**config.mk**
```make
export PLATFORM = sky130hd
export DESIGN_NAME = epp_preload
export DESIGN_NICKNAME = d
export VERILOG_FILES = /design/src/design/epp_pkg.sv /design/src/design/epp_sync3.sv /design/src/design/epp_preload.sv
export VERILOG_INCLUDE_DIRS = /design/src /design/src/design
export SDC_FILE = /design/constraint.sdc
export NUM_CORES = 1
export LEC_CHECK = 0
export BUFFER_PORTS_ARGS = -buffer_cell sky130_fd_sc_hd__buf_2
export CAP_MARGIN = 20
export CORE_AREA = 2 2 384 386
export CTS_BUF_LIST = sky130_fd_sc_hd__clkbuf_8
export DETAILED_ROUTE_END_ITERATION = 8
export DIE_AREA = 0 0 386 388
export GPL_TIMING_DRIVEN = 0
export PLACE_DENSITY_LB_ADDON = 0.3
export SLEW_MARGIN = 20
export SYNTH_ARGS = -nofsm -noshare
export SYNTH_HDL_FRONTEND = slang
export SYNTH_HIERARCHICAL = 1
export SYNTH_SLANG_ARGS = --single-unit
```
**constraint.sdc**
```tcl
create_clock -name core_clk_i -period 2.4 [get_ports core_clk_i]
set_input_delay 0.72 -clock core_clk_i [delete_from_list [all_inputs] [get_ports core_clk_i]]
set_output_delay 0.72 -clock core_clk_i [all_outputs]
set_load 0.05 [all_outputs]
```
**src/design/epp_defines.svh**
```systemverilog
// Offsets, field positions, reset values and timing for the preload engine
`ifndef EPP_DEFINES_SVH
`define EPP_DEFINES_SVH

// EEPROM word addresses, in load order
`define EPP_WORD_P0 8'h10
`define EPP_WORD_P1 8'h12
`define EPP_WORD_P2 8'h14
`define EPP_WORD_AMP 8'h18
`define EPP_WORD_DEEMPH 8'h1A
`define EPP_WORD_PHY2 8'h1C
`define EPP_WORD_MISC0 8'h20
`define EPP_WORD_MISC1 8'h22
`define EPP_LAST_IDX 3'h7

// Fields within an EEPROM word
`define EPP_W_FTS 7:0
`define EPP_W_PPM 9:8
`define EPP_W_SCR 11:10
`define EPP_W_L0S 12
`define EPP_W_AMP_LOW 4:0
`define EPP_W_AMP_HIGH 9:5
`define EPP_W_AMP_HALF 14:10
`define EPP_W_DEEMPH 4:0
`define EPP_W_PHY_LAT 3:0
`define EPP_W_RX_DET 6:4
`define EPP_W_SLOT_IMPL 0
`define EPP_W_SLOT_CLK 1
`define EPP_W_DSI 2
`define EPP_W_PORT_NUM 5:4
`define EPP_W_PM_SCALE 7:6
`define EPP_W_TC_MAP 15:9

// Fields within the config dwords
`define EPP_B8_FTS 7:0
`define EPP_A8_PPM 14:13
`define EPP_B8_SCR_P0 11:10
`define EPP_B8_L0S_P0 12
`define EPP_B8_SCR_PN 9:8
`define EPP_B8_L0S_PN 10
`define EPP_B4_AMP_LOW 20:16
`define EPP_B4_AMP_HIGH 25:21
`define EPP_B4_AMP_HALF 30:26
`define EPP_B8_DEEMPH 20:16
`define EPP_BC_PHY_LAT 3:0
`define EPP_BC_RX_DET 6:4
`define EPP_F0_SLOT_CLK 28
`define EPP_80_DSI 21
`define EPP_EC_PORT_NUM 25:24
`define EPP_84_PM_SCALE 14:13
`define EPP_154_TC_MAP 7:1
`define EPP_E0_SLOT_IMPL 24

// Register images held until a load replaces them word by word
`define EPP_A8_RST 32'h0000_0000
`define EPP_B4_RST 32'h0000_0000
`define EPP_B8_RST 32'h0000_0000
`define EPP_BC_RST 32'h0000_0000
`define EPP_80_RST 32'h0000_0000
`define EPP_84_RST 32'h0000_0000
`define EPP_EC_RST 32'h0000_0000
`define EPP_F0_RST 32'h0000_0000
`define EPP_E0_RST 32'h0000_0000
`define EPP_154_RST 32'h0000_0000

// Timing: clock period, EEPROM answer timeout, strap settle time
`define EPP_CLK_PERIOD_NS 10
`define EPP_ACK_TIMEOUT_NS 10000
`define EPP_ACK_TIMEOUT_CYC (`EPP_ACK_TIMEOUT_NS / `EPP_CLK_PERIOD_NS)
`define EPP_SETTLE_CYC 3'h4

`endif

```
**src/design/epp_pkg.sv**
```systemverilog
// Types shared by the preload engine and its pin synchroniser
package epp_pkg;

  // One port's preloadable config dwords
  typedef struct packed {
    logic [31:0] a8;
    logic [31:0] b4;
    logic [31:0] b8;
    logic [31:0] bc;
    logic [31:0] r80;
    logic [31:0] r84;
    logic [31:0] ec;
    logic [31:0] f0;
    logic [31:0] e0;
    logic [31:0] r154;
  } epp_image_type;

  typedef epp_image_type [2:0] epp_ports_type;

  typedef enum logic [1:0] {
    EPP_SETTLE,
    EPP_REQ,
    EPP_GAP,
    EPP_DONE
  } epp_phase_type;

  typedef struct packed {
    epp_phase_type phase;
    logic [2:0] settle;
    logic [2:0] idx;
    logic [7:0] addr;
    logic [9:0] tmr;
    logic fail;
    epp_ports_type img;
  } epp_state_type;

  typedef struct packed {
    logic [2:0] ff;
    logic level;
  } epp_sync_type;

endpackage

```
**src/design/epp_sync3.sv**
```systemverilog
// Three-stage pin synchroniser with agreement filter
`timescale 1ns/10ps
`default_nettype none
module epp_sync3
  import epp_pkg::*;
(
  // Clock and reset
  input wire logic core_clk_i,
  input wire logic srst_i,
  // Pin and filtered level
  input wire logic pin_i,
  output logic level_o
);

  epp_sync_type st;
  epp_sync_type next_st;

  // Stage 0 feeds only stage 1; level moves when stages 1 and 2 agree
  always_comb begin
    next_st = st;
    next_st.ff = {st.ff[1:0], pin_i};
    if (st.ff[1] == st.ff[2]) begin
      next_st.level = st.ff[2];
    end
  end

  always_ff @(posedge core_clk_i) begin
    if (srst_i) begin
      st <= '0;
    end else begin
      st <= next_st;
    end
  end

  assign level_o = st.level;

endmodule
`default_nettype wire

```
**src/design/epp_preload.sv**
```systemverilog
// Preload engine: copies EEPROM words into the ports' config images
`timescale 1ns/10ps
`default_nettype none
`include "epp_defines.svh"
module epp_preload
  import epp_pkg::*;
(
  // Clock and reset
  input wire logic core_clk_i,
  input wire logic srst_i,
  // EEPROM presence strap (pin)
  input wire logic ee_present_i,
  // EEPROM word read port
  output logic ee_rd_req_o,
  output logic [7:0] ee_rd_addr_o,
  input wire logic ee_rd_ack_i,
  input wire logic [15:0] ee_rd_data_i,
  // Config images per port
  output epp_image_type port0_cfg_o,
  output epp_image_type port1_cfg_o,
  output epp_image_type port2_cfg_o,
  // Status and gating
  output logic load_done_o,
  output logic load_fail_o,
  output logic link_train_en_o,
  output logic cfg_access_en_o
);

  localparam logic [9:0] TIMEOUT_LAST = 10'(`EPP_ACK_TIMEOUT_CYC - 1);

  epp_state_type st;
  epp_state_type next_st;
  logic present;
  logic take;

  // Presence strap is asynchronous to the core clock
  epp_sync3 u_present_sync (
    .core_clk_i(core_clk_i),
    .srst_i(srst_i),
    .pin_i(ee_present_i),
    .level_o(present)
  );

  // EEPROM word address for each load step
  function automatic logic [7:0] word_addr(input logic [2:0] idx);
    logic [7:0] a;
    case (idx)
      3'h0: a = `EPP_WORD_P0;
      3'h1: a = `EPP_WORD_P1;
      3'h2: a = `EPP_WORD_P2;
      3'h3: a = `EPP_WORD_AMP;
      3'h4: a = `EPP_WORD_DEEMPH;
      3'h5: a = `EPP_WORD_PHY2;
      3'h6: a = `EPP_WORD_MISC0;
      default: a = `EPP_WORD_MISC1;
    endcase
    return a;
  endfunction

  // Default images, restored if a load is abandoned
  function automatic epp_ports_type default_ports();
    epp_image_type i;
    i.a8 = `EPP_A8_RST;
    i.b4 = `EPP_B4_RST;
    i.b8 = `EPP_B8_RST;
    i.bc = `EPP_BC_RST;
    i.r80 = `EPP_80_RST;
    i.r84 = `EPP_84_RST;
    i.ec = `EPP_EC_RST;
    i.f0 = `EPP_F0_RST;
    i.e0 = `EPP_E0_RST;
    i.r154 = `EPP_154_RST;
    return {i, i, i};
  endfunction

  // Scatter one EEPROM word into its target fields
  function automatic epp_ports_type apply_word(
    input epp_ports_type img,
    input logic [2:0] idx,
    input logic [15:0] d
  );
    epp_ports_type p;
    p = img;
    case (idx)
      3'h0: begin
        p[0].b8[`EPP_B8_FTS] = d[`EPP_W_FTS];
        p[0].a8[`EPP_A8_PPM] = d[`EPP_W_PPM];
        p[0].b8[`EPP_B8_SCR_P0] = d[`EPP_W_SCR];
        p[0].b8[`EPP_B8_L0S_P0] = d[`EPP_W_L0S];
      end
      3'h1, 3'h2: begin
        // Ports 1 and 2 share one layout
        p[idx[1:0]].b8[`EPP_B8_FTS] = d[`EPP_W_FTS];
        p[idx[1:0]].a8[`EPP_A8_PPM] = d[`EPP_W_PPM];
        p[idx[1:0]].b8[`EPP_B8_SCR_PN] = d[`EPP_W_SCR];
        p[idx[1:0]].b8[`EPP_B8_L0S_PN] = d[`EPP_W_L0S];
      end
      3'h3: begin
        for (int n = 0; n < 3; n++) begin
          p[n].b4[`EPP_B4_AMP_LOW] = d[`EPP_W_AMP_LOW];
          p[n].b4[`EPP_B4_AMP_HIGH] = d[`EPP_W_AMP_HIGH];
          p[n].b4[`EPP_B4_AMP_HALF] = d[`EPP_W_AMP_HALF];
        end
      end
      3'h4: begin
        // Reserved word bits are dropped
        for (int n = 0; n < 3; n++) begin
          p[n].b8[`EPP_B8_DEEMPH] = d[`EPP_W_DEEMPH];
        end
      end
      3'h5: begin
        for (int n = 0; n < 3; n++) begin
          p[n].bc[`EPP_BC_PHY_LAT] = d[`EPP_W_PHY_LAT];
          p[n].bc[`EPP_BC_RX_DET] = d[`EPP_W_RX_DET];
        end
      end
      3'h6: begin
        p[0].f0[`EPP_F0_SLOT_CLK] = d[`EPP_W_SLOT_CLK];
        p[0].r80[`EPP_80_DSI] = d[`EPP_W_DSI];
        p[0].ec[`EPP_EC_PORT_NUM] = d[`EPP_W_PORT_NUM];
        p[0].r84[`EPP_84_PM_SCALE] = d[`EPP_W_PM_SCALE];
        p[0].r154[`EPP_154_TC_MAP] = d[`EPP_W_TC_MAP];
      end
      default: begin
        p[1].e0[`EPP_E0_SLOT_IMPL] = d[`EPP_W_SLOT_IMPL];
        p[1].f0[`EPP_F0_SLOT_CLK] = d[`EPP_W_SLOT_CLK];
        p[1].r80[`EPP_80_DSI] = d[`EPP_W_DSI];
        p[1].ec[`EPP_EC_PORT_NUM] = d[`EPP_W_PORT_NUM];
        p[1].r84[`EPP_84_PM_SCALE] = d[`EPP_W_PM_SCALE];
      end
    endcase
    return p;
  endfunction

  assign take = (st.phase == EPP_REQ) && ee_rd_ack_i;

  // Load sequencer; the gap state drops the request between words
  always_comb begin
    next_st = st;
    case (st.phase)
      EPP_SETTLE: begin
        // Wait for the strap synchroniser to fill before trusting it
        if (st.settle == `EPP_SETTLE_CYC) begin
          if (present) begin
            next_st.phase = EPP_REQ;
            next_st.addr = word_addr(3'h0);
          end else begin
            next_st.phase = EPP_DONE; // No EEPROM: defaults stand
          end
        end else begin
          next_st.settle = st.settle + 3'h1;
        end
      end
      EPP_REQ: begin
        if (ee_rd_ack_i) begin
          next_st.img = apply_word(st.img, st.idx, ee_rd_data_i);
          next_st.tmr = '0;
          if (st.idx == `EPP_LAST_IDX) begin
            next_st.phase = EPP_DONE;
          end else begin
            next_st.idx = st.idx + 3'h1;
            next_st.addr = word_addr(st.idx + 3'h1);
            next_st.phase = EPP_GAP;
          end
        end else if (st.tmr == TIMEOUT_LAST) begin
          // A dead EEPROM must not leave half-loaded images
          next_st.img = default_ports();
          next_st.fail = 1'b1;
          next_st.phase = EPP_DONE;
        end else begin
          next_st.tmr = st.tmr + 10'h001;
        end
      end
      EPP_GAP: begin
        next_st.phase = EPP_REQ;
      end
      default: begin
        next_st.phase = EPP_DONE;
      end
    endcase
  end

  // State register
  always_ff @(posedge core_clk_i) begin
    if (srst_i) begin
      st.phase <= EPP_SETTLE;
      st.settle <= 3'h0;
      st.idx <= 3'h0;
      st.addr <= 8'h00;
      st.tmr <= 10'h000;
      st.fail <= 1'b0;
      st.img <= default_ports();
    end else begin
      st <= next_st;
    end
  end

  // Outputs; ports stay quiet until the sequencer reaches done (all words in, load abandoned, or no EEPROM)
  assign ee_rd_req_o = (st.phase == EPP_REQ);
  assign ee_rd_addr_o = st.addr;
  assign port0_cfg_o = st.img[0];
  assign port1_cfg_o = st.img[1];
  assign port2_cfg_o = st.img[2];
  assign load_done_o = (st.phase == EPP_DONE);
  assign load_fail_o = st.fail;
  assign link_train_en_o = (st.phase == EPP_DONE);
  assign cfg_access_en_o = (st.phase == EPP_DONE);
endmodule
`default_nettype wire

```
* After elaboration in Yosys (flattened, before gate mapping)
Index checks and enable logic that the tools add are counted.
** Cells by class
- Equal/unequal tests :: 32
- Add/subtract/negate cells :: 3
- Muxes and demuxes :: 73
- Reductions and logical operators :: 21
- Bitwise operators :: 3
- $lt $le $gt $ge :: 2
** Operators with widths (number)
- $bwmux W960 :: 4
- $demux W320 S2 :: 4
- $mux W960 :: 2
- $mux W303 :: 1
- $mux W235 :: 1
- $mux W234 :: 1
- $mux W232 :: 1
- $mux W225 :: 1
- $mux W27 :: 5
- $pmux W15 S2 :: 3
- $mux W84 :: 1
- $mux W41 :: 2
- $mux W38 :: 2
- $mux W73 :: 1
- $pmux W7 S2 :: 4
- $pmux W6 S7 :: 1
- $mux W10 :: 4
- $mux W19 :: 2
- $mux W35 :: 1
- $mux W33 :: 1
- $mux W8 :: 4
- $pmux W8 S2 :: 2
- $pmux W5 S2 :: 3
- $reduce_and A3 Y1 :: 9
- other kinds (32) :: 74
** Storage, ports and cells
- Output and inout port bits :: 973
- Logic and storage cells :: 193
- Input port bits :: 20
- Register bits after elaboration :: 991

* Logic depth before layout (Yosys ltp)
Gate-level depths: netlist (run 1).
- Word-level depth :: 10
- Gate-level depth with buffers :: 8
- Gate-level depth less buffers :: 6

* By module
The synthesis (run 1) kept the hierarchy.
** By module, submodules not included
- epp_preload :: sequential area each 2242.2 sq um, instances 1, area each 11932.7 sq um, cells each 1470
- epp_sync3 :: sequential area each 80.1 sq um, instances 1, area each 112.6 sq um, cells each 10

* Worst setup path after synthesis (run 1)
Ideal clock, no wire load.
- Path kind :: input-to-reg
- From :: input port ee_rd_ack_i
- To :: register st, in the netlist port0_cfg_o[224]
- Data required time :: 2280 ps
- Setup time :: 120 ps
- Buffers on the path :: 1
- Arrival time :: 2030 ps
- Setup slack :: 250 ps
- Stages :: 5
- Cell sequence :: or3b_4 > or4_4 > a32o_2 > buf_6 > mux2i_1
** Between the ends
- Cells in the longest elaborated chain, start to end :: 2
- Elaborated cells between the ends (all ways) :: 4
- Those cells by class :: eq/ne: 1; mux: 1; reduce/logical: 2
** RTL lines
- start: declaration :: RTL line epp_preload.sv:16 : input wire logic ee_rd_ack_i,
- $ne A3 B1 Y1 (no line) or $reduce_bool A2 Y1 (tied branches)
- $reduce_and A3 Y1 (no line)
- end signal: assignment :: RTL line epp_preload.sv:194 : st <= next_st;
- end: declaration :: RTL line epp_preload.sv:31 : epp_state_type st;
Parallel ways exist; a longest one is shown, timed or not.
A chain may end at the register's enable or synchronous reset.

==> results of run 1 <==
-- timing repair --
item                                    CTS  global route
endpoints found under the setup margin   71            58
pin swaps                                 0             1
resized for setup                        32            11
hold endpoints to repair                  0             0
setup buffers                             0             2
-- stage by stage --
stage	total power (W)	util, %	TNS, ns
3_3_place_gp	0.00673	12.7	-43.01
2_1_floorplan	0.00642	-	0
4_1_cts	0.00885	13.0	0
6_report	0.00885	13.0	0
5_1_grt	0.00928	13.0	-0.118
3_5_place_dp	0.00674	12.7	-34.36
-- synthesized netlist by cell type, types with 3 or more instances --
cell type,instances,area [um2]
a21o_1,3,22.5
a22oi_1,4,30.0
and2_1,4,25.0
nand4_1,8,50.1
clkbuf_1,28,105
a32o_1,20,200
nor4_1,3,18.8
buf_4,970,7280
inv_1,38,143
a21oi_1,16,80.1
mux2i_1,24,240
o32ai_1,24,210
a22o_1,16,140
a211oi_1,3,22.5
and3_1,4,25.0
dfxtp_1,116,2320
ha_1,11,138
nor2b_1,5,31.3
o21ai_1,3,15.0
nor2_1,18,67.6
nor3_1,6,30.0
o21ai_0,22,110
nand2_1,52,195
nand3_1,36,180
a31oi_1,4,25.0
xnor2_1,3,26.3
-- worst max-delay path, stage by stage --
cell and delay, ns:
buf_2 0.19, clkbuf_1 0.60, nor2_1 0.21, o211ai_1 0.22, clkbuf_1 0.53, o32ai_1 0.15
-- metal layers --
layer,wire (um),vias to the layer above
met5,27,-
met4,306,4
met3,3550,27
met2,24700,445
met1,19300,4107
li1,-,5020
-- power groups by stage --
stage                     Combinational (W)  Clock (W)  Sequential, W
after detailed placement            0.00465          0        0.00209
after floorplan                     0.00435          0        0.00207
after global placement              0.00464          0        0.00209
after CTS                           0.00468    0.00212        0.00205
final                               0.00479    0.00201        0.00204
after global routing                0.00501    0.00220        0.00206
-- sequential cells by signal, indices dropped and copies added (netlist names) --
signal	cells
u_present_sync/level_o	1
port1_cfg_o	23
u_present_sync/st	1
ee_rd_addr_o	5
st	18
u_present_sync/next_st	2
port2_cfg_o	37
load_fail_o	1
port0_cfg_o	28
-- how the worst max path moves through the flow --
stage	slack (ns)	to	cells past startpoint	from
6_report	0.09	port1_cfg_o[234]	6	srst_i
5_1_grt	-0.04	port1_cfg_o[234]	6	srst_i
4_1_cts	0.02	ee_rd_req_o	3	st[985]
3_5_place_dp	-0.67	port2_cfg_o[227]	8	st[980]
3_3_place_gp	-0.98	port2_cfg_o[228]	6	ee_rd_ack_i
2_1_floorplan	0.25	port0_cfg_o[224]	5	ee_rd_ack_i
-- final cells by class --
| type | count | area [um2] |
|---|---|---|
| Buffer | 1001 | 7420 |
| Timing Repair Buffer | 173 | 877 |
| Multi-Input combinational cell | 1141 | 5340 |
| Fill cell | 16900 | 126000 |
| Antenna cell | 4 | 10.0 |
| Tap cell | 1917 | 2400 |
| Sequential cell | 116 | 2330 |
| Clock inverter | 15 | 176 |
| Clock buffer | 17 | 234 |
| Inverter | 39 | 148 |
-- cells by family (layout without fill, tap and decap cells) --
kind of cell / Yosys count / count (layout) / share of synthesized area (%)
compound gates: 130 / 130 / 8.17
xor+xnor: 4 / 4 / 0.291
fa+ha+maj: 11 / 11 / 1.14
buf+inv: 1043 / 1245 / 62.8
flops: 116 / 116 / 19.3
mux: 24 / 24 / 1.99
other cells: 1 / 825 / 0.0311
simple gates: 151 / 151 / 6.26
==> flow_summary.rst, run 1 <==
.. list-table::
   :header-rows: 1

   * - Metric
     - Value
   * - Total number of placement rows
     - 140
   * - CTS Buf Count
     - 17
   * - Final std cells w/o fill
     - 4423
   * - Count of max-cap constraint violations
     - 0
   * - Most frequent standard cell in the layout excluding fill and tap cells
     - buf_4
   * - Number of endpoints with negative hold slack in the final report
     - 0
   * - Standby leakage power
     - 10.9 nW
   * - Crit path DAT
     - 2.64 ns
   * - Final slew viol count
     - 0
   * - Area growth, synth to finish
     - 57.2%
   * - Layout cells sized above 1
     - 48.7%
   * - CTS H-tree lvls
     - 4
   * - Top Ports
     - 993
   * - Cell area after technology mapping
     - 12000 um2
   * - Clock power share
     - 22.7%
   * - Post-Synthesis Mean Instance Area
     - 8.14 um2
   * - Internal Dissipation
     - 0.00405 W
   * - Number of cells on the worst reg-to-reg path
     - 7
   * - Max-Slew Margin vs Limit
     - 47.0%
   * - Met2 Usage GRT
     - 10.8%
   * - First-pass GRT wire length
     - 63200 um
   * - Die Height
     - 388 um
   * - Core Region
     - 145000 um2
   * - Post-synth EDFFs
     - 0
   * - Outcome
     - finished, final reports clean
   * - CP endpoint kind
     - register
   * - Final Instance Area
     - 18900 um2
   * - DRC violation count after routing
     - 0
   * - Most used cells in the layout excluding fill and tap cells
     - buf_4 (972), conb_1 (821), buf_2 (172)
   * - Number of distinct standard cells referenced by the synthesized netlist
     - 57
   * - Synth warn
     - 6
   * - Standard cell area after detailed placement
     - 18400 um2
   * - Final worst setup slack
     - 0.0929 ns
   * - Clock input transition at the sequential cells of the worst setup and hold paths
     - 0.09 ns
   * - Met3 global-route usage
     - 1.51%
   * - DIE AREA
     - 150000 um2
   * - Register bit total from synthesis
     - 116
   * - Starting density of the core
     - 8.29%
   * - Switching Fraction
     - 54.2%
   * - Share of total power in sequential cells
     - 23.1%
   * - Startpoint of the tightest hold check path
     - u_present_sync/next_st[2]
   * - Peak ir drop on the vdd network
     - 263 uV
   * - Top_reg_cell synth
     - dfxtp_1
   * - Number of nets in the layout
     - 2520
   * - Number of port buffers
     - 171
   * - Overflow left after global routing
     - 0
   * - Final ANT Viol Nets
     - 0
   * - DIE WIDTH
     - 386 um
   * - Clock latency at the later pin of the worst-skew pair
     - 0.47 ns
   * - Detail-routed net length per standard cell
     - 10.8 um
   * - RSZ-0062 raised after global routing
     - true
   * - Number of global-route vias before repair
     - 8369
   * - Detailed-route vias per instance
     - 2.17
   * - Number of instances in the placed design
     - 4388
   * - Pre-Repair DR Iteration Count
     - 4
   * - Transition time of the tightest slew-check pin
     - 0.796 ns
   * - Sequential share of the synthesized area
     - 19.3%
   * - TritonCTS clock tree
     - built
   * - Most utilized layer in the global route result
     - met2
   * - Final Cycle Share
     - 96.1%
   * - Start-to-end type of the worst setup path
     - in -> reg
   * - Maximum fanout encountered on the critical timing path
     - 10
   * - Share of power burned in combinational logic
     - 54.2%
   * - Clock tree skew after final layout
     - 0.0159 ns
   * - Maximum number of pins on one net before global-route repair
     - 17
   * - Worst Setup Slack post-DPL
     - -0.674 ns
   * - Total number of vias
     - 9603
   * - Worst hold stages
     - 1
   * - Power per standard cell area
     - 467 nW/um2
   * - Clock Root Buffer
     - clkbuf_8
   * - FMAX
     - 0.433 GHz
   * - RR Startpoint
     - st[979]
   * - Post-DP HPWL
     - 42600 um
   * - # hold bufs at CTS
     - 0
   * - DRT Wirelength
     - 47800 um
   * - Buffer depth of the longest clock path
     - 2
   * - WHS Endpoint
     - u_present_sync/next_st[3]
   * - Time the worst path needs with I/O delays and setup
     - 2.31 ns
   * - Worst hold path type
     - reg -> reg
   * - Asr flop ratio synth
     - 0%
   * - Violation count after the first detailed-route iteration
     - 293
   * - CTS sink count
     - 116
   * - Antenna violations before repair
     - 13
   * - Reg-to-reg slack, setup
     - 0.14 ns
   * - Final weighted congestion in routability-driven placement
     - 0.739
   * - Endpoint of the most critical register-to-register path
     - port0_cfg_o[225]
   * - Aggregate global-route resource usage
     - 5.97%
   * - Critical path required time
     - 2.73 ns
   * - Gate count after technology mapping
     - 1480
   * - Setup violation total in the final timing report
     - 0
   * - Crit path launch type
     - primary input
   * - Fin Hold WS
     - 0.444 ns
   * - Psw
     - 0.00480 W
   * - Fraction of met1 tracks used by global routing
     - 7.15%
Note: power is estimated with default switching activity, not from simulation.
==> run 2, diff against run 1 <==
--- a/config.mk
+++ b/config.mk
@@ -13,7 +13,9 @@
 export DETAILED_ROUTE_END_ITERATION = 8
 export DIE_AREA = 0 0 386 388
 export GPL_TIMING_DRIVEN = 0
+export HOLD_SLACK_MARGIN = 0.02
 export PLACE_DENSITY_LB_ADDON = 0.3
+export SETUP_SLACK_MARGIN = 0.15
 export SLEW_MARGIN = 20
 export SYNTH_ARGS = -nofsm -noshare
 export SYNTH_HDL_FRONTEND = slang
==> flow_summary.rst, run 2 (synthesized netlist as in run 1, its figures left out) <==
.. list-table::
   :header-rows: 1

   * - Metric
     - Value
   * - CTS sink count
     - 116 (unchanged)
   * - Number of endpoints with negative hold slack in the final report
     - 0 (unchanged)
   * - Maximum number of pins on one net before global-route repair
     - 17 (unchanged)
   * - # hold bufs at CTS
     - 0 (unchanged)
   * - Max-Slew Margin vs Limit
     - 46.8% (was 47.0%)
   * - DRT Wirelength
     - 47900 um (was 47800 um)
   * - Clock Root Buffer
     - clkbuf_8 (unchanged)
   * - Transition time of the tightest slew-check pin
     - 0.798 ns (was 0.796 ns)
   * - Worst hold stages
     - 1 (unchanged)
   * - DIE AREA
     - 150000 um2 (unchanged)
   * - Standby leakage power
     - 10.9 nW (about the same)
   * - CTS H-tree lvls
     - 4 (unchanged)
   * - Outcome
     - finished, final reports clean (unchanged)
   * - Detailed-route vias per instance
     - 2.17 (about the same)
   * - Standard cell area after detailed placement
     - 18400 um2 (unchanged)
   * - Pre-Repair DR Iteration Count
     - 4 (unchanged)
   * - Final standard cell utilization of the core
     - 13.1% (was 13.0%)
   * - Crit path launch type
     - register (was primary input)
   * - DRC violation count after routing
     - 0 (unchanged)
   * - Antenna violations before repair
     - 15 (was 13)
   * - Power per standard cell area
     - 467 nW/um2 (about the same)
   * - Number of global-route vias before repair
     - 8409 (was 8369)
   * - Die Height
     - 388 um (unchanged)
   * - Fin Hold WS
     - 0.444 ns (about the same)
   * - Setup violation total in the final timing report
     - 0 (unchanged)
   * - Startpoint of the tightest hold check path
     - u_present_sync/next_st[2] (unchanged)
   * - Clock latency at the later pin of the worst-skew pair
     - 0.48 ns (was 0.47 ns)
   * - Buffer depth of the longest clock path
     - 2 (unchanged)
   * - Detail-routed net length per standard cell
     - 10.8 um (about the same)
   * - Count of max-cap constraint violations
     - 0 (unchanged)
   * - Start-to-end type of the worst setup path
     - reg -> reg (was in -> reg)
   * - CTS Buf Count
     - 17 (unchanged)
   * - Clock input transition at the sequential cells of the worst setup and hold paths
     - 0.10 ns (was 0.09 ns)
   * - Overflow left after global routing
     - 0 (unchanged)
   * - Number of flip-flops under the largest register name
     - 37 (unchanged)
   * - Core Region
     - 145000 um2 (unchanged)
   * - Time the worst path needs with I/O delays and setup
     - 2.15 ns (was 2.31 ns)
   * - Worst hold path type
     - reg -> reg (unchanged)
   * - Total number of placement rows
     - 140 (unchanged)
   * - Worst Setup Slack post-DPL
     - -0.674 ns (unchanged)
   * - Crit path DAT
     - 2.56 ns (was 2.64 ns)
   * - RSZ-0062 raised after global routing
     - false (was true)
   * - Final ANT Viol Nets
     - 0 (unchanged)
   * - Clock tree skew after final layout
     - 0.0166 ns (was 0.0159 ns)
   * - Area growth, synth to finish
     - 58.4% (was 57.2%)
   * - Maximum fanout encountered on the critical timing path
     - 10 (unchanged)
   * - Number of cells on the worst reg-to-reg path
     - 8 (was 7)
   * - Most frequent standard cell in the layout excluding fill and tap cells
     - buf_4 (unchanged)
   * - Post-DP HPWL
     - 42600 um (unchanged)
   * - Final worst setup slack
     - 0.248 ns (was 0.0929 ns)
   * - First-pass GRT wire length
     - 63300 um (was 63200 um)
   * - Top Ports
     - 993 (unchanged)
   * - CP endpoint kind
     - register (unchanged)
   * - Critical path required time
     - 2.81 ns (was 2.73 ns)
   * - Final Cycle Share
     - 89.7% (was 96.1%)
   * - Number of nets in the layout
     - 2525 (was 2520)
   * - Layout cells sized above 1
     - 49.5% (was 48.7%)
   * - Violation count after the first detailed-route iteration
     - 287 (was 293)
   * - RR Startpoint
     - st[980] (was st[979])
   * - WHS Endpoint
     - u_present_sync/next_st[3] (unchanged)
   * - Final slew viol count
     - 0 (unchanged)
   * - Final Instance Area
     - 19100 um2 (was 18900 um2)
   * - Most used cells in the layout excluding fill and tap cells
     - buf_4 (977), conb_1 (821), buf_2 (170) (was buf_4 (972), conb_1 (821), buf_2 (172))
   * - Aggregate global-route resource usage
     - 5.98% (was 5.97%)
   * - Peak ir drop on the vdd network
     - 273 uV (was 263 uV)
   * - Starting density of the core
     - 8.29% (unchanged)
   * - DIE WIDTH
     - 386 um (unchanged)
   * - Reg-to-reg slack, setup
     - 0.25 ns (was 0.14 ns)
   * - TritonCTS clock tree
     - built (unchanged)
   * - FMAX
     - 0.465 GHz (was 0.433 GHz)
   * - Final weighted congestion in routability-driven placement
     - 0.739 (unchanged)
   * - Number of fillers in the final layout
     - 16900 (about the same)
   * - Number of port buffers
     - 171 (unchanged)
   * - Total number of vias
     - 9621 (was 9603)
   * - Endpoint of the most critical register-to-register path
     - port0_cfg_o[225] (unchanged)
## run 2: changes by cell type in the layout (fill, tap and decap cells not counted), sizes merged
cell / change
buf: +4
diode: +2
clkbuf: +1
## run 2: per-stage QoR
stage	TNS, ns	power (W)	cells
finish	0	0.00891	4430
global route	0	0.00934	4425
CTS	0	0.00890	4424
detailed placement	-34.36	0.00674	4388
global placement	-43.01	0.00673	4388
floorplan	0	0.00642	2300
## run 2: per-layer routing
metal	up-vias	share of wire [%]	track usage, %
met1	4097	40	7.15
met5	-	0.056	0
met3	30	8.0	1.51
met4	4	0.79	0.821
li1	5030	-	-
met2	460	52	10.8
## run 2: worst max path at each step
| stage | depth (start not counted) | from | slack (ns) | endpoint |
|---|---|---|---|---|
| after floorplan | 5 | ee_rd_ack_i | 0.25 | port0_cfg_o[224] |
| after global placement | 6 | ee_rd_ack_i | -0.98 | port2_cfg_o[228] |
| after detailed placement | 8 | st[980] | -0.67 | port2_cfg_o[227] |
| after CTS | 4 | st[985] | 0.14 | ee_rd_req_o |
| after global routing | 8 | st[980] | 0.15 | port1_cfg_o[92] |
| final | 8 | st[980] | 0.25 | port0_cfg_o[225] |
## run 2: critical path: stages, from the launching register on
cell     delay (ns)
dfxtp_2        0.39
inv_1          0.07
ha_1           0.17
buf_2          0.18
or3_4          0.42
nand4_1        0.16
a32o_2         0.21
buf_6          0.22
mux2i_1        0.23
## run 2: power by group
group	total, W	leakage [nW]	internal, W	switching, W
sequential	0.00204	0.947	0.00199	0.0000528
combinational	0.00486	9.78	0.00121	0.00364
clock	0.00201	0.208	0.000888	0.00113
total	0.00891	10.9	0.00409	0.00482
## run 2: layout make-up
type / count / area, um2 / share of cell area, %
Inverter: 39 / 151 / 0.793
Timing Repair Buffer: 175 / 908 / 4.76
Buffer: 1004 / 7450 / 39.1
Clock inverter: 15 / 176 / 0.925
Tap cell: 1917 / 2400 / 12.6
Multi-Input combinational cell: 1141 / 5380 / 28.2
Sequential cell: 116 / 2360 / 12.4
Antenna cell: 6 / 15.0 / 0.0787
Clock buffer: 17 / 234 / 1.23
## run 2: what timing repair did
item,CTS,global route
setup buffers,4,0
pin swaps,1,1
gates resized for setup,62,24
setup endpoints to repair,117,65
==> run 3, diff against run 2 <==
==> constraint.sdc (replaced) <==
create_clock -name core_clk_i -period 2.4 [get_ports core_clk_i]
set_input_delay 0 -clock core_clk_i [delete_from_list [all_inputs] [get_ports core_clk_i]]
set_output_delay 0 -clock core_clk_i [all_outputs]
set_load 0.05 [all_outputs]
==> flow_summary.rst, run 3 (synthesized netlist as in run 1, its figures left out) <==
.. list-table::
   :header-rows: 1

   * - Metric
     - Value
   * - Outcome
     - finished, final reports clean (unchanged)
   * - TritonCTS clock tree
     - built (unchanged)
   * - Crit path largest cell delay
     - 0.45 ns (was 0.42 ns)
   * - Pre-Repair DR Iteration Count
     - 4 (unchanged)
   * - Max-Slew Margin vs Limit
     - 47.7% (was 46.8%)
   * - CTS H-tree lvls
     - 4 (unchanged)
   * - Most used cells in the layout excluding fill and tap cells
     - buf_4 (972), conb_1 (821), buf_2 (173) (was buf_4 (977), conb_1 (821), buf_2 (170))
   * - Clock latency at the later pin of the worst-skew pair
     - 0.48 ns (about the same)
   * - Worst Setup Slack post-DPL
     - -0.674 ns (unchanged)
   * - Crit path cell chain
     - inv_1 > ha_1 > clkbuf_2 > or3_1 > nor3_2 > o21ai_2 > a32o_1 (was inv_1 > ha_1 > buf_2 > or3_4 > nand4_1 > a32o_2 > buf_6 > mux2i_1)
   * - CTS Buf Count
     - 17 (unchanged)
   * - Number of endpoints with negative hold slack in the final report
     - 0 (unchanged)
   * - Endpoint of the most critical register-to-register path
     - port1_cfg_o[181] (was port0_cfg_o[225])
   * - Crit path launch type
     - register (unchanged)
   * - Starting density of the core
     - 8.29% (unchanged)
   * - Final standard cell utilization of the core
     - 13.2% (was 13.1%)
   * - Critical path required time
     - 2.77 ns (was 2.81 ns)
   * - Area growth, synth to finish
     - 59.2% (was 58.4%)
   * - Number of flip-flops under the largest register name
     - 37 (unchanged)
   * - Worst setup path end
     - port1_cfg_o[181] (was port0_cfg_o[225])
   * - Worst hold stages
     - 4 (was 1)
   * - Worst hold path type
     - in -> reg (was reg -> reg)
   * - Number of instances in the placed design
     - 4388 (unchanged)
   * - Start-to-end type of the worst setup path
     - reg -> reg (unchanged)
   * - Buffer depth of the longest clock path
     - 2 (unchanged)
   * - Power per standard cell area
     - 463 nW/um2 (was 467 nW/um2)
   * - Crit path DAT
     - 2.62 ns (was 2.56 ns)
   * - DIE AREA
     - 150000 um2 (unchanged)
   * - Final slew viol count
     - 0 (unchanged)
   * - DIE WIDTH
     - 386 um (unchanged)
   * - Final std cells w/o fill
     - 4451 (was 4430)
   * - Library cell contributing the largest single delay on the critical path
     - or3_1 (was or3_4)
   * - RSZ-0062 raised after global routing
     - true (was false)
   * - Detail-routed net length per standard cell
     - 10.8 um (about the same)
   * - Multi-input gate area
     - 5330 um2 (was 5380 um2)
   * - Standby leakage power
     - 11.0 nW (was 10.9 nW)
   * - Die Height
     - 388 um (unchanged)
   * - CP endpoint kind
     - register (unchanged)
   * - Clock Root Buffer
     - clkbuf_8 (unchanged)
   * - Launch point of the worst path
     - st[979] (was st[980])
   * - DRT Wirelength
     - 48000 um (was 47900 um)
   * - RR Startpoint
     - st[979] (was st[980])
   * - Overflow left after global routing
     - 0 (unchanged)
   * - First-pass GRT wire length
     - 63700 um (was 63300 um)
   * - Core Region
     - 145000 um2 (unchanged)
   * - Aggregate global-route resource usage
     - 5.99% (was 5.98%)
   * - Number of port buffers
     - 171 (unchanged)
   * - Maximum number of pins on one net before global-route repair
     - 17 (unchanged)
   * - Top Ports
     - 993 (unchanged)
   * - Combined flip-flop and latch cell area
     - 2320 um2 (was 2360 um2)
   * - Count of max-cap constraint violations
     - 0 (unchanged)
   * - Final worst setup slack
     - 0.151 ns (was 0.248 ns)
   * - Time the worst path needs with I/O delays and setup
     - 2.25 ns (was 2.15 ns)
   * - Transition time of the tightest slew-check pin
     - 0.780 ns (was 0.798 ns)
   * - Reg-to-reg slack, setup
     - 0.15 ns (was 0.25 ns)
   * - Most frequent standard cell in the layout excluding fill and tap cells
     - buf_4 (unchanged)
   * - Peak ir drop on the vdd network
     - 269 uV (was 273 uV)
   * - Maximum fanout encountered on the critical timing path
     - 9 (was 10)
   * - Number of global-route vias before repair
     - 8552 (was 8409)
   * - FMAX
     - 0.445 GHz (was 0.465 GHz)
   * - Total number of vias
     - 9686 (was 9621)
   * - CTS sink count
     - 116 (unchanged)
   * - Total power
     - 0.00888 W (was 0.00891 W)
   * - Number of fillers in the final layout
     - 16800 (was 16900)
   * - Setup violation total in the final timing report
     - 0 (unchanged)
   * - Final Cycle Share
     - 93.7% (was 89.7%)
   * - Number of nets in the layout
     - 2545 (was 2525)
   * - Clock tree skew after final layout
     - 0.0169 ns (was 0.0166 ns)
   * - Post-DP HPWL
     - 42600 um (unchanged)
   * - Detailed-route vias per instance
     - 2.18 (was 2.17)
   * - Final ANT Viol Nets
     - 0 (unchanged)
   * - Antenna violations before repair
     - 11 (was 15)
   * - Final weighted congestion in routability-driven placement
     - 0.739 (unchanged)
   * - Violation count after the first detailed-route iteration
     - 302 (was 287)
   * - Layout cells sized above 1
     - 48.1% (was 49.5%)
   * - Total number of placement rows
     - 140 (unchanged)
   * - DRC violation count after routing
     - 0 (unchanged)
   * - Clock input transition at the sequential cells of the worst setup and hold paths
     - 0.09 ns (was 0.10 ns)
   * - Number of cells on the worst reg-to-reg path
     - 7 (was 8)
[run 3: changes by cell type in the layout (fill, tap and decap cells not counted), sizes merged]
cell	delta
buf	-4
dlygate4sd3	+22
clkbuf	+2
diode	+1
[run 3: worst min path at each step]
stage / to / slack [ns] / from
5_1_grt: port2_cfg_o[224] / 0.31 / ee_rd_ack_i
3_3_place_gp: port0_cfg_o[7] / 0.23 / ee_rd_data_i[15]
2_1_floorplan: u_present_sync/level_o / 0.07 / srst_i
3_5_place_dp: port0_cfg_o[7] / 0.24 / ee_rd_data_i[15]
4_1_cts: port2_cfg_o[225] / 0.26 / ee_rd_ack_i
6_report: port0_cfg_o[7] / 0.32 / ee_rd_data_i[15]
[run 3: final cells by class]
type | instances | share of cell area, %
Multi-Input combinational cell | 1141 | 27.8
Timing Repair Buffer | 195 | 5.69
Clock inverter | 15 | 0.920
Antenna cell | 7 | 0.0914
Sequential cell | 116 | 12.1
Tap cell | 1917 | 12.5
Clock buffer | 17 | 1.22
Buffer | 1004 | 38.8
Inverter | 39 | 0.770
[run 3: worst max-delay path, delay by kind of cell, from the launching register on]
kind / cells / cell delay (ns)
fa+ha+maj: 1 / 0.19
buf+inv: 2 / 0.28
flops: 1 / 0.39
simple gates: 2 / 0.67
compound gates: 2 / 0.61
[run 3: per-layer routing]
layer | track usage [%] | wire length [um]
met1 | 7.22 | 19100
met2 | 10.8 | 24600
met3 | 1.42 | 3880
met4 | 0.856 | 408
met5 | 0 | 13
[run 3: per-stage QoR]
step | TNS [ns] | instance area [um2] | hold slack [ns]
3_5_place_dp | -12.68 | 18400 | 0.243
2_1_floorplan | 0 | 15100 | 0.0691
5_1_grt | 0 | 19200 | 0.309
6_report | 0 | 19200 | 0.315
4_1_cts | 0 | 19100 | 0.265
3_3_place_gp | -15.75 | 18400 | 0.225
[run 3: repair_timing]
item | CTS | global route
hold buffers | 22 | 0
endpoints found under the hold margin | 90 | 0
buffers inserted | 2 | 0
cloned | 0 | 0
setup endpoints to repair | 66 | 89
resized for setup | 27 | 14
pin swaps | 1 | 0
[run 3: power by group]
group	internal (W)	switching (W)	total, W
logic	0.00119	0.00363	0.00482
clock network	0.000888	0.00113	0.00202
registers	0.00198	0.0000574	0.00204
total	0.00406	0.00481	0.00888
